## config.mk

```make
export PLATFORM = sky130hd
export DESIGN_NAME = upp_ctrl
export DESIGN_NICKNAME = d
export VERILOG_FILES = /design/src/design/upp_pkg.sv /design/src/design/upp_sync.sv /design/src/design/upp_timer.sv /design/src/design/upp_ctrl.sv
export SDC_FILE = /design/constraint.sdc
export NUM_CORES = 1
export LEC_CHECK = 0
export ABC_AREA = 1
export BUFFER_PORTS_ARGS = -buffer_cell sky130_fd_sc_hd__buf_2
export CELL_PAD_IN_SITES_DETAIL_PLACEMENT = 0
export CELL_PAD_IN_SITES_GLOBAL_PLACEMENT = 1
export CORE_AREA = 2 2 103 105
export CTS_CLUSTER_SIZE = 10
export DETAILED_ROUTE_END_ITERATION = 7
export DIE_AREA = 0 0 105 107
export HOLD_SLACK_MARGIN = 0.02
export PLACE_DENSITY_LB_ADDON = 0.1
export SYNTH_ARGS = -nofsm -noshare
export SYNTH_HDL_FRONTEND = slang
export SYNTH_SLANG_ARGS = --single-unit
```

## constraint.sdc

```tcl
create_clock -name i_ref_clk -period 2.3 [get_ports i_ref_clk]
set_clock_uncertainty 0.05 [all_clocks]
set_input_delay 0.115 -clock i_ref_clk [delete_from_list [all_inputs] [get_ports i_ref_clk]]
set_output_delay 0.115 -clock i_ref_clk [all_outputs]
set_load 0.01 [all_outputs]
```

## src/design/upp_pkg.sv

```systemverilog
package upp_pkg;
  // ==========================================================
  // timing
  localparam int unsigned CLK_MHZ = 200;
  localparam int unsigned HOLD_MS = 30;
  localparam int unsigned HOLD_CYCLES = HOLD_MS * 1000 * CLK_MHZ;
  localparam int unsigned SYNC_STAGES = 2;

  // ==========================================================
  // fault cause bit positions
  localparam int unsigned CAUSE_W = 6;
  localparam int unsigned CAUSE_VBUS = 0;
  localparam int unsigned CAUSE_DP = 1;
  localparam int unsigned CAUSE_DN = 2;
  localparam int unsigned CAUSE_GND = 3;
  localparam int unsigned CAUSE_OC = 4;
  localparam int unsigned CAUSE_THERM = 5;

  // ==========================================================
  // interrupt status layout
  localparam int unsigned IRQ_W = 3;
  localparam int unsigned IRQ_FAULT = 0;
  localparam int unsigned IRQ_THERM = 1;
  localparam int unsigned IRQ_CM = 2;

  // ==========================================================
  // register byte addresses
  localparam logic [11:0] REG_STATUS = 12'h000;
  localparam logic [11:0] REG_IRQ_STAT = 12'h004;
  localparam logic [11:0] REG_IRQ_EN = 12'h008;
  localparam logic [11:0] REG_IRQ_CLR = 12'h00C;
  localparam logic [11:0] REG_CTRL = 12'h010;

  // status word field positions
  localparam int unsigned ST_CLOSED = 0;
  localparam int unsigned ST_PROT = 1;
  localparam int unsigned ST_FALLBACK_EN = 2;
  localparam int unsigned ST_SPEED_LIM = 3;
  localparam int unsigned ST_CM = 4;
  localparam int unsigned ST_CAUSE = 8;

  localparam logic [31:0] CTRL_RESET = 32'h0000_0000;
  localparam int unsigned CTRL_FORCE_OPEN = 0;

  typedef enum logic [1:0] {
    UPP_OPEN_T_UNUSED
  } upp_dummy_t;
endpackage : upp_pkg

```

## src/design/upp_sync.sv

```systemverilog
`timescale 1ns/10ps
`default_nettype none
module upp_sync #(
  parameter int unsigned WIDTH = 1
) (
  input wire logic i_ref_clk,
  input wire logic i_reset,
  input wire logic [WIDTH-1:0] i_async,
  output logic [WIDTH-1:0] o_sync
);
  // ==========================================================
  // two-stage synchroniser; first stage feeds only the second
  logic [WIDTH-1:0] meta_q;
  logic [WIDTH-1:0] sync_q;

  always_ff @(posedge i_ref_clk) begin
    if (i_reset) begin
      meta_q <= '0;
      sync_q <= '0;
    end else begin
      meta_q <= i_async;
      sync_q <= meta_q;
    end
  end

  assign o_sync = sync_q;
endmodule : upp_sync
`default_nettype wire

```

## src/design/upp_timer.sv

```systemverilog
`timescale 1ns/10ps
`default_nettype none
module upp_timer #(
  parameter int unsigned COUNT = 6000000
) (
  input wire logic i_ref_clk,
  input wire logic i_reset,
  input wire logic i_start,
  output logic o_done
);
  // ==========================================================
  // one-shot down counter; i_start reloads it
  localparam int unsigned CW = $clog2(COUNT + 1);
  logic [CW-1:0] cnt_q;
  logic run_q;

  initial begin
    if (COUNT < 1) $error("upp_timer: COUNT must be at least 1");
  end

  always_ff @(posedge i_ref_clk) begin
    if (i_reset) begin
      cnt_q <= '0;
      run_q <= 1'b0;
    end else if (i_start) begin
      cnt_q <= CW'(COUNT - 1);
      run_q <= 1'b1;
    end else if (run_q && cnt_q != '0) begin
      cnt_q <= cnt_q - 1'b1;
    end
  end

  assign o_done = run_q && (cnt_q == '0) && !i_start;
endmodule : upp_timer
`default_nettype wire

```

## src/design/upp_ctrl.sv

```systemverilog
`timescale 1ns/10ps
`default_nettype none
module upp_ctrl #(
  parameter int unsigned HOLD_CYCLES = upp_pkg::HOLD_CYCLES
) (
  input wire logic i_ref_clk,
  input wire logic i_reset,
  // supply power-good, comparator and detector results (async)
  input wire logic i_supply_ok,
  input wire logic i_bus_power_fault,
  input wire logic i_data_plus_fault,
  input wire logic i_data_minus_fault,
  input wire logic i_connector_ground_fault,
  input wire logic i_ground_sense_over,
  input wire logic i_ground_sense_under,
  input wire logic i_cm_window_out,
  input wire logic i_over_temp,
  // common_mode_flag_n pin, open drain
  input wire logic i_common_mode_flag_n,
  output logic o_common_mode_flag_n_oe,
  output logic o_common_mode_flag_n_out,
  // fault_flag_n pin, open drain
  output logic o_fault_flag_n_oe,
  output logic o_fault_flag_n_out,
  // switch enables
  output logic o_ground_gate_system_side,
  output logic o_ground_gate_connector_side,
  output logic o_power_gate_connector_side,
  output logic o_power_gate_system_side,
  output logic o_data_switch,
  output logic o_speed_limit,
  // APB slave
  input wire logic i_psel,
  input wire logic i_penable,
  input wire logic i_pwrite,
  input wire logic [11:0] i_paddr,
  input wire logic [31:0] i_pwdata,
  output logic [31:0] o_prdata,
  output logic o_pready,
  output logic o_pslverr,
  output logic o_irq
);
  localparam int unsigned NIN = 10;

  initial begin
    if (HOLD_CYCLES < 1) $error("upp_ctrl: HOLD_CYCLES must be >= 1");
  end

  // ==========================================================
  // shared helpers
  function automatic logic rising(input logic cur, input logic prev);
    return cur && !prev;
  endfunction : rising

  function automatic logic reg_hit(input logic [11:0] addr,
      input logic [11:0] offset);
    return addr == offset;
  endfunction : reg_hit

  // ==========================================================
  // input synchronisation
  logic [NIN-1:0] raw;
  logic [NIN-1:0] syn;
  assign raw = {i_common_mode_flag_n, i_supply_ok, i_over_temp,
                i_cm_window_out, i_ground_sense_under,
                i_ground_sense_over, i_connector_ground_fault,
                i_data_minus_fault, i_data_plus_fault,
                i_bus_power_fault};

  upp_sync #(.WIDTH(NIN)) u_sync (
    .i_ref_clk(i_ref_clk),
    .i_reset(i_reset),
    .i_async(raw),
    .o_sync(syn)
  );

  logic s_vbus;
  logic s_dp;
  logic s_dn;
  logic s_gnd;
  logic s_gs_over;
  logic s_gs_under;
  logic s_cm;
  logic s_therm;
  logic s_supply;
  logic s_flag_pin;
  // unpacked in the same order as raw, so no bit index can drift
  assign {s_flag_pin, s_supply, s_therm, s_cm, s_gs_under, s_gs_over,
          s_gnd, s_dn, s_dp, s_vbus} = syn;
  wire s_oc = s_gs_over | s_gs_under;

  // ==========================================================
  // fault classification
  logic [upp_pkg::CAUSE_W-1:0] cause;
  assign cause[upp_pkg::CAUSE_VBUS] = s_vbus;
  assign cause[upp_pkg::CAUSE_DP] = s_dp;
  assign cause[upp_pkg::CAUSE_DN] = s_dn;
  assign cause[upp_pkg::CAUSE_GND] = s_gnd;
  assign cause[upp_pkg::CAUSE_OC] = s_oc;
  assign cause[upp_pkg::CAUSE_THERM] = s_therm;

  wire volt_fault = s_vbus | s_dp | s_dn | s_gnd | s_oc;
  wire any_fault = volt_fault | s_therm;
  wire vbus_only = s_vbus && !(s_dp | s_dn | s_gnd | s_oc | s_therm);

  // ==========================================================
  // protection state machine
  typedef enum logic [1:0] {
    ST_OFF,
    ST_IDLE,
    ST_PROT,
    ST_HOLD
  } upp_state_t;

  upp_state_t state_q, state_d;
  logic restart_q, restart_d;
  logic force_open;
  logic timer_start;
  logic timer_done;

  upp_timer #(.COUNT(HOLD_CYCLES)) u_timer (
    .i_ref_clk(i_ref_clk),
    .i_reset(i_reset),
    .i_start(timer_start),
    .o_done(timer_done)
  );

  // timer restarts on every protection entry; a fault that persists
  // keeps the machine in ST_PROT while the hold counts from entry, not
  // from its release; only for non-bus faults
  always_comb begin
    state_d = state_q;
    restart_d = restart_q;
    timer_start = 1'b0;
    unique case (state_q)
      ST_OFF: begin
        if (s_supply) begin
          state_d = ST_IDLE;
        end
      end
      ST_IDLE: begin
        if (any_fault || force_open) begin
          state_d = ST_PROT;
          timer_start = 1'b1;
          restart_d = vbus_only;
        end
      end
      ST_PROT: begin
        if (!vbus_only && any_fault) begin
          restart_d = 1'b0;
        end
        if (restart_q) begin
          // bus-only fault: retry on interval regardless
          if (timer_done) begin
            state_d = ST_IDLE;
          end
        end else if (!any_fault) begin
          if (timer_done) begin
            state_d = ST_IDLE;
          end else begin
            state_d = ST_HOLD;
          end
        end
      end
      ST_HOLD: begin
        if (any_fault) begin
          state_d = ST_PROT;
          restart_d = vbus_only;
          timer_start = 1'b1;
        end else if (timer_done) begin
          state_d = ST_IDLE;
        end
      end
    endcase
    if (!s_supply) begin
      state_d = ST_OFF;
    end
  end

  always_ff @(posedge i_ref_clk) begin
    if (i_reset) begin
      state_q <= ST_OFF;
      restart_q <= 1'b0;
    end else begin
      state_q <= state_d;
      restart_q <= restart_d;
    end
  end

  // switches close only in idle with no fault input active and no force open
  wire close_d = (state_d == ST_IDLE) && !any_fault && !force_open;

  // ==========================================================
  // power-up strap capture of fallback enable
  logic strap_done_q;
  logic fallback_en_q;
  always_ff @(posedge i_ref_clk) begin
    if (i_reset) begin
      strap_done_q <= 1'b0;
      fallback_en_q <= 1'b0;
    end else if (!s_supply) begin
      strap_done_q <= 1'b0;
    end else if (!strap_done_q) begin
      // released pin reads pull-up level; sampled once per power-up
      strap_done_q <= 1'b1;
      fallback_en_q <= s_flag_pin;
    end
  end

  wire speed_lim_d = fallback_en_q && s_cm && strap_done_q;

  // ==========================================================
  // outputs
  logic closed_q;
  logic speed_q;
  logic cm_oe_q;
  logic flt_oe_q;
  always_ff @(posedge i_ref_clk) begin
    if (i_reset) begin
      closed_q <= 1'b0;
      speed_q <= 1'b0;
      cm_oe_q <= 1'b0;
      flt_oe_q <= 1'b0;
    end else begin
      closed_q <= close_d;
      speed_q <= speed_lim_d;
      // pin stays released until strap has been taken
      cm_oe_q <= strap_done_q && s_cm;
      flt_oe_q <= s_supply && volt_fault;
    end
  end

  // all gates share one flop so the paths can never disagree
  assign o_ground_gate_system_side = closed_q;
  assign o_ground_gate_connector_side = closed_q;
  assign o_power_gate_connector_side = closed_q;
  assign o_power_gate_system_side = closed_q;
  assign o_data_switch = closed_q;
  assign o_speed_limit = speed_q;
  assign o_common_mode_flag_n_oe = cm_oe_q;
  assign o_common_mode_flag_n_out = 1'b0;
  assign o_fault_flag_n_oe = flt_oe_q;
  assign o_fault_flag_n_out = 1'b0;

  // ==========================================================
  // interrupts
  logic [upp_pkg::IRQ_W-1:0] irq_stat_q;
  logic [upp_pkg::IRQ_W-1:0] irq_en_q;
  logic [upp_pkg::IRQ_W-1:0] ev;
  logic flt_prev_q;
  logic therm_prev_q;
  logic cm_prev_q;
  logic irq_q;
  logic ctrl_q;

  assign ev[upp_pkg::IRQ_FAULT] = rising(volt_fault, flt_prev_q);
  assign ev[upp_pkg::IRQ_THERM] = rising(s_therm, therm_prev_q);
  assign ev[upp_pkg::IRQ_CM] = rising(speed_lim_d, cm_prev_q);

  // ==========================================================
  // APB slave, zero wait states
  wire acc = i_psel && i_penable;
  wire wr = acc && i_pwrite;
  wire a_stat = reg_hit(i_paddr, upp_pkg::REG_STATUS);
  wire a_ist = reg_hit(i_paddr, upp_pkg::REG_IRQ_STAT);
  wire a_ien = reg_hit(i_paddr, upp_pkg::REG_IRQ_EN);
  wire a_iclr = reg_hit(i_paddr, upp_pkg::REG_IRQ_CLR);
  wire a_ctrl = reg_hit(i_paddr, upp_pkg::REG_CTRL);
  // writes to read-only or unmapped words are dropped
  wire mapped = a_stat | a_ist | a_ien | a_iclr | a_ctrl;
  wire [upp_pkg::IRQ_W-1:0] clr =
    (wr && a_iclr) ? i_pwdata[upp_pkg::IRQ_W-1:0] : '0;
  // set wins over a clear in the same cycle
  wire [upp_pkg::IRQ_W-1:0] irq_stat_d = (irq_stat_q & ~clr) | ev;
  assign force_open = ctrl_q;

  logic [31:0] status_w;
  always_comb begin
    status_w = '0;
    status_w[upp_pkg::ST_CLOSED] = closed_q;
    status_w[upp_pkg::ST_PROT] = state_q != ST_IDLE;
    status_w[upp_pkg::ST_FALLBACK_EN] = fallback_en_q;
    status_w[upp_pkg::ST_SPEED_LIM] = speed_q;
    status_w[upp_pkg::ST_CM] = s_cm;
    status_w[upp_pkg::ST_CAUSE +: upp_pkg::CAUSE_W] = cause;
  end

  wire [31:0] rdata_d =
    a_stat ? status_w :
    a_ist ? 32'(irq_stat_q) :
    a_ien ? 32'(irq_en_q) :
    a_ctrl ? 32'(ctrl_q) : 32'h0;

  always_ff @(posedge i_ref_clk) begin
    if (i_reset) begin
      irq_stat_q <= '0;
      irq_en_q <= '0;
      flt_prev_q <= 1'b0;
      therm_prev_q <= 1'b0;
      cm_prev_q <= 1'b0;
      ctrl_q <= upp_pkg::CTRL_RESET[upp_pkg::CTRL_FORCE_OPEN];
      irq_q <= 1'b0;
      o_prdata <= 32'h0;
      o_pready <= 1'b0;
      o_pslverr <= 1'b0;
    end else begin
      flt_prev_q <= volt_fault;
      therm_prev_q <= s_therm;
      cm_prev_q <= speed_lim_d;
      irq_stat_q <= irq_stat_d;
      irq_q <= |(irq_stat_d & irq_en_q);
      if (wr && a_ien) begin
        irq_en_q <= i_pwdata[upp_pkg::IRQ_W-1:0];
      end
      if (wr && a_ctrl) begin
        ctrl_q <= i_pwdata[upp_pkg::CTRL_FORCE_OPEN];
      end
      o_pready <= i_psel && !i_penable;
      o_pslverr <= i_psel && !i_penable && !mapped;
      o_prdata <= (i_psel && !i_penable && !i_pwrite) ? rdata_d : 32'h0;
    end
  end

  assign o_irq = irq_q;
endmodule : upp_ctrl
`default_nettype wire

```

-- Word level (Yosys, flattened, before mapping)
Cells that the tools add are included.
- output and inout bits: 45
- input port bits: 59
- word-level logic and storage cells: 125
- bits in registers: 97
- muxes and demuxes: 23
- bitwise operators: 20
- reduce and logical (&&, ||, !) cells: 46
- equality and inequality tests: 12
- add/sub/neg operators: 1
- operators with widths (operator ; count):
    $mux 23 ; 2
    $eq 12x4->1 const B ; 2
    $logic_not 23->1 ; 1
    $reduce_bool 23->1 ; 1
    $sub 23x1->23 const B ; 1
    $logic_and 1x1->1 ; 22
    $mux 14 ; 1
    $mux 2 ; 7
    $or 1x1->1 ; 14
    $eq 12x3->1 const B ; 1
    $eq 12x5->1 const B ; 1
    $logic_not 12->1 ; 1
    $logic_not 1->1 ; 11
    $mux 3 ; 3
    $pmux 2 s4 ; 1
    $mux 1 ; 7
    $and 3x3->3 ; 2
    $ne 2x2->1 const B ; 3
    $reduce_or 5->1 ; 1
    $eq 2x1->1 const B ; 2
    $eq 2x2->1 const B ; 2
    $reduce_and 4->1 ; 1
    $reduce_or 2->1 ; 2
    $not 3->3 ; 1
    other kinds (11) ; 12

-- Longest topological paths before layout
Gate-level depths: netlist of the first run.
- depth in word-level cells: 18
- gate-level depth with buffers: 13
- mapped depth without buffers: 12

-- Cells and area by module
From an unflattened synthesis of the first run, not the netlist that was laid out.
- cells, all modules: 562
- area, all modules: 3945.0 µm²
- by module, submodules not included (module ; area each (µm²) ; cells each ; instances):
    upp_ctrl ; 1749.2 ; 239 ; 1
    upp_timer ; 1622.8 ; 261 ; 1
    upp_sync ; 573.0 ; 62 ; 1

-- Least setup slack after synthesis of the first run
OpenSTA, ideal clock, no wires.
- kind: register to register
- start: register u_timer.cnt_q[0]
- end: register u_timer.cnt_q[6]
- data required time: 2.119 ns
- cell stages (with the launch flop): 14
- path buffers: 1
- data arrival time: 1.432 ns
- path slack: 0.688 ns
- cell sequence: dfxtp_1 inv_1 ha_1 nand2_1 nor2_2 nand3_2 nand2_2 inv_2 buf_6 nand3_4 inv_2 nand2_1 a21oi_1 a21oi_2
- longest elaborated chain between the ends: 3
- elaborated cells between the ends (all ways): 6
- classes of those cells: 1 x add/sub; 2 x mux; 3 x reduce/logical
- RTL lines (element ; line ; text):
    start: declaration ; upp_timer.sv:14 ; logic [CW-1:0] cnt_q;
    start signal: assignment ; upp_timer.sv:26 ; cnt_q <= CW'(COUNT - 1);
    start signal: assignment ; upp_timer.sv:29 ; cnt_q <= cnt_q - 1'b1;
    $sub 23x1->23 or $reduce_bool 23->1 (tied branches) ; upp_timer.sv:29, upp_timer.sv:28 ;
    $mux 23 or $logic_and 1x1->1 (tied branches) ; upp_timer.sv:28 ; end else if (run_q && cnt_q != '0) begin
    $mux 23 or $reduce_bool 2->1 (tied branches) ; n/a ;
Parallel ways exist; a longest one is shown, timed or not. The select of a mux whose other input is x is not followed.
A chain may end at the register's enable or synchronous reset.

-- Final worst setup path of the first run
- start: register u_timer.cnt_q[0]
- end: register u_timer.cnt_q[5]
The elaborated chain is that of the path after synthesis.

==> reports/qor.yml, run 1 <==
floorplanning:
  die_w_um: 105
  rows: 37
  core_area_um2: 10100
  dieArea_um2: 11200
  start_util_pct: 36.6
  io_pins: 104
  dieHeight_um: 107
critical_path:
  critPathMaxStageDelay_ps: 350
  path_max_fanout: 5
  cp.arrival_ps: 2050
  worst_ep_required_time_ps: 2490
  critPathLaunchType: "flop"
  endpoint_kind: "flop"
  crit_slowest_cell: "dfxtp_1"
  critPathKind: "reg -> reg"
  critical_path.cell_chain: "inv_1 -> ha_1 -> nand2_1 -> nor2_2 -> nand3_2 -> nand2_2 -> inv_2 -> nand2_1 -> nor2_1 -> inv_1 -> o21ai_1 -> a21oi_1"
timing:
  slew_viol_final: 0
  finalSetupViolations: 0
  fin_crit_sh_pct: 80.9
  grt_setup_unrepaired: "no"
  fmax_mhz: 537
  tns_ps: 0
  finalCriticalPeriod_ps: 1860
  finalHoldViolations: 0
synthesis:
  synthFlopType: "dfxtp_1"
  synth.area.top_cells: "dfxtp_1 (41%), nor2_1 (9.1%), inv_1 (7.9%)"
  ys.warnings.count: 0
  avgSynthCellArea_um2: 7.25
  asyncSetResetFlopFracSynth_pct: 0
  yosys.area.top_type: "dfxtp_1"
  synth.most_common_cell: "nor2_1"
  synth_top_area_share_pct: 41.2
  ys_types: 39
  seq_area_frac_synth_pct: 41.2
  synthTopCellsByCount: "nor2_1 (90), inv_1 (78), dfxtp_1 (76), nand2_1 (73), buf_4 (28)"
  synth_cells: 509
  synth-edff-count: 0
  ys_ff_latch: 76
  syn_area_um2: 3690
clock_tree:
  cts_resized: 0
  clk_pin_slew_ps: 80
  clockRootBuffer: "clkbuf_8"
  numCtsBuffers: 9
  clock_sinks: 76
  cts_tree: "built"
  cts.htree.levels: 3
  clockBufferDepth: 2
  clk-insertion-delay-late_ps: 350
grt:
  grt_pass1_vias: 2923
  antenna_found_initial: 0
  grt_pass1_wl_mm: 13.7
  track_usage_pct: 15.4
  grt.overflow.total: 0
  grt_max_degree: 29
detailed_routing:
  wl_mm: 8.22
  num_vias: 3121
  antenna_left: 0
  dr.pass1.iters: 4
  via_per_inst: 4.35
  drc: 0
  drtIter0Drc: 120
  wl_per_cell_um: 11.5
placement:
  port_buffers: 51
  gp_congestion: 0.803
  hpwl_mm: 6.17
cells_and_area:
  syn2layout_area_growth_pct: 18.2
  post-route-util_pct: 43.2
  nFillCells: 1109
  diodes: 0
  final_nets: 641
  drive_gt1_share_pct: 18.1
pwr:
  ir_drop_mv: 0.341
  power.switching_uw: 871
  p_leak_uw: 0.00218
  clockPowerShare_pct: 38.2
  p_int_uw: 2210
  pwr-share-seq_pct: 45.3
  power_density_nw_per_um2: 705
  combPwrFrac_pct: 16.5
  swShare_pct: 28.3
status:
  outcome: "completed"
job:
  maxCapViolCount: 0
hold_path:
  holdCritPathClass: "in -> reg"
==> cells in the final DEF, fill, tap and decap left out, drive strengths merged, types with 2 or more instances in the layout <==
cell and n:
conb 23, clkbuf 10, a21oi 26, buf 57
xnor2 3, nand2 79, nor3 9, dfxtp 76
nand4 8, dlygate4sd3 14, o22ai 2, o21ai 29
xor2 7, o311a 2, inv 84, nor3b 2
a31oi 3, nand3 29, ha 6, nor4 2
bufinv 2, or2 3, nor2 99
==> routing by layer <==
layer  wire length (µm)  up-vias  GRT usage, %  part of all wire (%)
met4                 89        0          4.86                   1.1
met2               3830       47          26.1                    47
met1               4010     1386          19.3                    49
met5                  0        -             0                     0
met3                292        6          3.59                   3.6
li1                   -     1682             -                     -
==> power by group through the flow <==
stage	Clock, µW	Combinational (µW)	Sequential [µW]
CTS	1230	518	1390
floorplan	0	406	1420
finish	1180	508	1390
global placement	0	496	1420
detailed placement	0	497	1420
global route	1290	583	1400
==> timing repair <==
| item | CTS | global route |
|---|---|---|
| setup buffers | 0 | 0 |
| hold endpoints to repair | 13 | 0 |
| hold buffers | 14 | 0 |
| endpoints found under the setup margin | 0 | 0 |
==> state kept, by name, indices dropped and copies added, names as in the netlist, 2 cells and up <==
name and flops:
irq_stat_q 3, u_sync.o_sync 10, u_timer.cnt_q 23, u_sync.meta_q 10
irq_en_q 3, state_q 2, o_prdata 11
==> cell families (layout without fill, tap and decap cells) <==
| kind of cell | Yosys count | count (layout) | synth area share (%) |
|---|---|---|---|
| AOI/OAI and AO/OA | 66 | 66 | 10.0 |
| xor gates and xnor gates | 10 | 10 | 2.37 |
| adders and majority gates | 6 | 6 | 2.03 |
| buffers and inverters | 119 | 169 | 15.2 |
| DFF | 76 | 76 | 41.2 |
| other | 1 | 23 | 0.102 |
| and+or+nand+nor | 231 | 231 | 29.1 |
==> stage by stage <==
step	cell area, µm²	hold WS, ps	power [µW]	std cells	worst slack [ps]
5_1_grt	4360	79.0	3270	717	254
3_5_place_dp	3990	275	1920	687	445
4_1_cts	4360	22.9	3140	717	428
3_3_place_gp	3990	264	1920	687	462
2_1_floorplan	3770	154	1820	531	688
6_report	4360	34.9	3080	717	438
==> final timing paths <==
check	from	end	slack, ps	cells after the start
worst max-delay path	u_timer.cnt_q[0]$_SDFFE_PP0P_	u_timer.cnt_q[5]$_SDFFE_PP0P_	440	12
worst min-delay path	i_pwdata[2]	irq_en_q[2]$_SDFFE_PP0P_	30	3
worst max register to register	u_timer.cnt_q[0]$_SDFFE_PP0P_	u_timer.cnt_q[5]$_SDFFE_PP0P_	440	12
worst min register to register	u_sync.meta_q[1]$_SDFF_PP0_	u_sync.o_sync[1]$_SDFF_PP0_	350	2
==> area by class of cell <==
cell class | instances | area (µm²) | share of cell area [%]
clock buffers | 10 | 138 | 3.15
flip-flops and latches | 76 | 1520 | 34.9
well taps | 136 | 170 | 3.90
multi-input cells | 336 | 1690 | 38.8
repair buffers | 71 | 440 | 10.1
clock inverters | 6 | 93.8 | 2.15
inverters | 82 | 308 | 7.05
==> critical path, delay by kind of cell, from the launching register on <==
kind | cells | cell delay (ps)
and+or+nand+nor | 6 | 680
DFF | 1 | 350
buffers and inverters | 3 | 270
adders and majority gates | 1 | 210
AOI/OAI and AO/OA | 2 | 190
No activity file was read; power rests on OpenSTA's default activity.
==> inputs of run 2 (changes only) <==
--- a/config.mk
+++ b/config.mk
@@ -9,10 +9,10 @@
 export BUFFER_PORTS_ARGS = -buffer_cell sky130_fd_sc_hd__buf_2
 export CELL_PAD_IN_SITES_DETAIL_PLACEMENT = 0
 export CELL_PAD_IN_SITES_GLOBAL_PLACEMENT = 1
-export CORE_AREA = 2 2 103 105
+export CORE_AREA = 2 2 109 111
 export CTS_CLUSTER_SIZE = 10
 export DETAILED_ROUTE_END_ITERATION = 7
-export DIE_AREA = 0 0 105 107
+export DIE_AREA = 0 0 111 113
 export HOLD_SLACK_MARGIN = 0.02
 export PLACE_DENSITY_LB_ADDON = 0.1
 export SYNTH_ARGS = -nofsm -noshare
==> constraint.sdc (replaced) <==
create_clock -name i_ref_clk -period 1.7 [get_ports i_ref_clk]
set_clock_uncertainty 0.05 [all_clocks]
set_input_delay 0.085 -clock i_ref_clk [delete_from_list [all_inputs] [get_ports i_ref_clk]]
set_output_delay 0.085 -clock i_ref_clk [all_outputs]
set_load 0.01 [all_outputs]
==> run 2 against run 1 <==
Compared with the run above: clock power is 47% higher; via count rose by 6.8%; maximum frequency increased by 15%; critical path depth down 1; die area increased by 12%; global-route usage fell by 0.86 points; largest cell class unchanged; highest routed layer unchanged.
==> reports/qor.yml, run 2 (synthesis results as in run 1) <==
status:
  outcome: "completed"  # unchanged
cells_and_area:
  drive_gt1_share_pct: 29.3  # was 18.1%
  final_nets: 685  # was 641
  stdcell_area_um2: 4920  # was 4360 µm²
  syn2layout_area_growth_pct: 33.3  # was 18.2%
  largest_register_ffs: 23  # unchanged
  reg_top3: "u_timer.cnt_q x23, o_prdata x11"  # unchanged
  final_cell_mix: "inv_1 (76), nor2_1 (76), nand2_1 (68), dfxtp_1 (68), buf_2 (51)"  # was nor2_1 (90), inv_1 (78), dfxtp_1 (76)
  top_register: "u_timer.cnt_q"  # unchanged
  diodes: 0  # unchanged
grt:
  antenna_found_initial: 0  # unchanged
  grt_pass1_vias: 3081  # was 2923
  grt_max_degree: 39  # was 29
  grt_pass1_wl_mm: 14.7  # was 13.7 mm
  track_usage_pct: 14.5  # was 15.4%
  grt.overflow.total: 0  # unchanged
timing:
  finalSetupViolations: 0  # unchanged
  slew_viol_final: 0  # unchanged
  fin_crit_sh_pct: 94.9  # was 80.9%
  finalCriticalPeriod_ps: 1610  # was 1860 ps
  finalHoldViolations: 0  # unchanged
  fmax_mhz: 620  # was 537 MHz
  grt_setup_unrepaired: "yes"  # was no
placement:
  hpwl_mm: 6.60  # was 6.17 mm
  dpl_cell_area_um2: 4280  # was 3990 µm²
  port_buffers: 51  # unchanged
  gp_congestion: 0.844  # was 0.803
pwr:
  power_density_nw_per_um2: 918  # was 705 nW/µm²
  ir_drop_mv: 0.457  # was 0.341 mV
  p_leak_uw: 0.00245  # was 0.00218 µW
  swShare_pct: 28.4  # was 28.3%
  clockPowerShare_pct: 38.6  # was 38.2%
  power.switching_uw: 1280  # was 871 µW
  p_int_uw: 3240  # was 2210 µW
  combPwrFrac_pct: 19.6  # was 16.5%
  p_total_uw: 4520  # was 3080 µW
  pwr-share-seq_pct: 41.8  # was 45.3%
critical_path:
  worst_ep_required_time_ps: 1870  # was 2490 ps
  reg2reg_depth: 11  # was 12
  crit_slowest_cell: "dfxtp_1"  # unchanged
  critical_path.cell_chain: "nor2_1 -> nand2_1 -> nor2_2 -> nand3_2 -> nand2_2 -> inv_2 -> nand2_1 -> nor2_1 -> buf_4 -> a21oi_1 -> a21oi_1"  # was inv_1 -> ha_1 -> nand2_1 -> nor2_2 -> nand3_2 -> nand2_2 -> inv_2 -> nand2_1 -> nor2_1 -> inv_1 -> o21ai_1 -> a21oi_1
  endpoint_kind: "flop"  # unchanged
  critPathKind: "reg -> reg"  # unchanged
  cp.arrival_ps: 1780  # was 2050 ps
  critPathMaxStageDelay_ps: 350  # about the same
  path_max_fanout: 5  # unchanged
  critPathLaunchType: "flop"  # unchanged
clock_tree:
  numCtsBuffers: 9  # unchanged
  clockRootBuffer: "clkbuf_16"  # was clkbuf_8
  clk-insertion-delay-late_ps: 330  # was 350 ps
  clock_sinks: 76  # unchanged
  clk_pin_slew_ps: 60  # was 80 ps
  clockBufferDepth: 2  # unchanged
  cts.htree.levels: 3  # unchanged
  cts_tree: "built"  # unchanged
floorplanning:
  die_w_um: 111  # was 105 µm
  core_area_um2: 11300  # was 10100 µm²
  dieArea_um2: 12500  # was 11200 µm²
  start_util_pct: 32.8  # was 36.6%
  io_pins: 104  # unchanged
  rows: 39  # was 37
  dieHeight_um: 113  # was 107 µm
detailed_routing:
  drc: 0  # unchanged
  via_per_inst: 4.34  # was 4.35
  wl_mm: 8.77  # was 8.22 mm
  drtIter0Drc: 104  # was 120
  dr.pass1.iters: 5  # was 4
  num_vias: 3333  # was 3121
  wl_per_cell_um: 11.4  # was 11.5 µm
  antenna_left: 0  # unchanged
hold_path:
  whs_path_depth: 2  # was 3
  holdCritPathClass: "in -> reg"  # unchanged
job:
  maxCapViolCount: 0  # unchanged
==> run 2: cell count changes in the layout (fill, tap and decap cells not counted), sizes merged <==
cell	delta
clkbuf	+1
buf	+42
clkinvlp	+1
bufinv	-2
dlygate4sd3	+2
clkinv	+1
inv	-1
==> run 2: worst paths after layout <==
check,startpoint,end,slack [ps]
max,u_timer.cnt_q[13]$_SDFFE_PP0P_,u_timer.cnt_q[5]$_SDFFE_PP0P_,90
max reg2reg,u_timer.cnt_q[13]$_SDFFE_PP0P_,u_timer.cnt_q[5]$_SDFFE_PP0P_,90
min reg2reg,u_sync.meta_q[1]$_SDFF_PP0_,u_sync.o_sync[1]$_SDFF_PP0_,350
min,i_reset,u_timer.cnt_q[6]$_SDFFE_PP0P_,30
==> run 2: cell type report <==
| type | count | area, µm² |
|---|---|---|
| Fill cell | 1207 | 6350 |
| Clock inverter | 5 | 37.5 |
| Sequential cell | 76 | 1530 |
| Multi-Input combinational cell | 336 | 1820 |
| Tap cell | 143 | 179 |
| Clock buffer | 11 | 233 |
| Inverter | 82 | 310 |
| Timing Repair Buffer | 115 | 811 |
==> run 2: power groups by stage <==
stage / logic (µW) / clock network (µW) / registers [µW]
3_3_place_gp: 755 / 0 / 1920
5_1_grt: 999 / 1860 / 1890
6_report: 887 / 1740 / 1890
4_1_cts: 793 / 1790 / 1880
2_1_floorplan: 550 / 0 / 1920
3_5_place_dp: 757 / 0 / 1920
==> run 2: stage by stage <==
stage / hold WS (ps) / TNS [ps] / util (%) / worst slack, ps / cells
2_1_floorplan: 124 / 0 / - / 87.7 / 531
3_3_place_gp: 237 / 0 / 37.9 / 3.37 / 729
3_5_place_dp: 242 / -9.03 / 37.9 / -6.56 / 729
4_1_cts: 37.0 / 0 / 41.8 / 0.371 / 761
5_1_grt: 42.0 / -218 / 43.7 / -107 / 768
6_report: 33.9 / 0 / 43.7 / 86.3 / 768
==> run 2: metal layers <==
layer  share of wire, %  up-vias  GRT usage (%)
met5                  0        -              0
met2                 46       54           24.0
met1                 49     1502           18.6
met4                1.1        0           5.00
li1                   -     1768              -
met3                3.6        9           3.48
==> run 2: critical path: cells and delay by family, from the launching register on <==
kind / cells / cell delay (ps)
AOI/OAI and AO/OA: 2 / 200
buffers and inverters: 2 / 210
DFF: 1 / 350
and+or+nand+nor: 7 / 690
==> run 2: what timing repair did <==
item                                   4_1_cts  5_1_grt
pin swaps                                    1       23
resized for setup                            3       55
setup endpoints to repair                    4       25
endpoints found under the hold margin       15        0
hold buffers                                16        0
setup buffers                                0        7
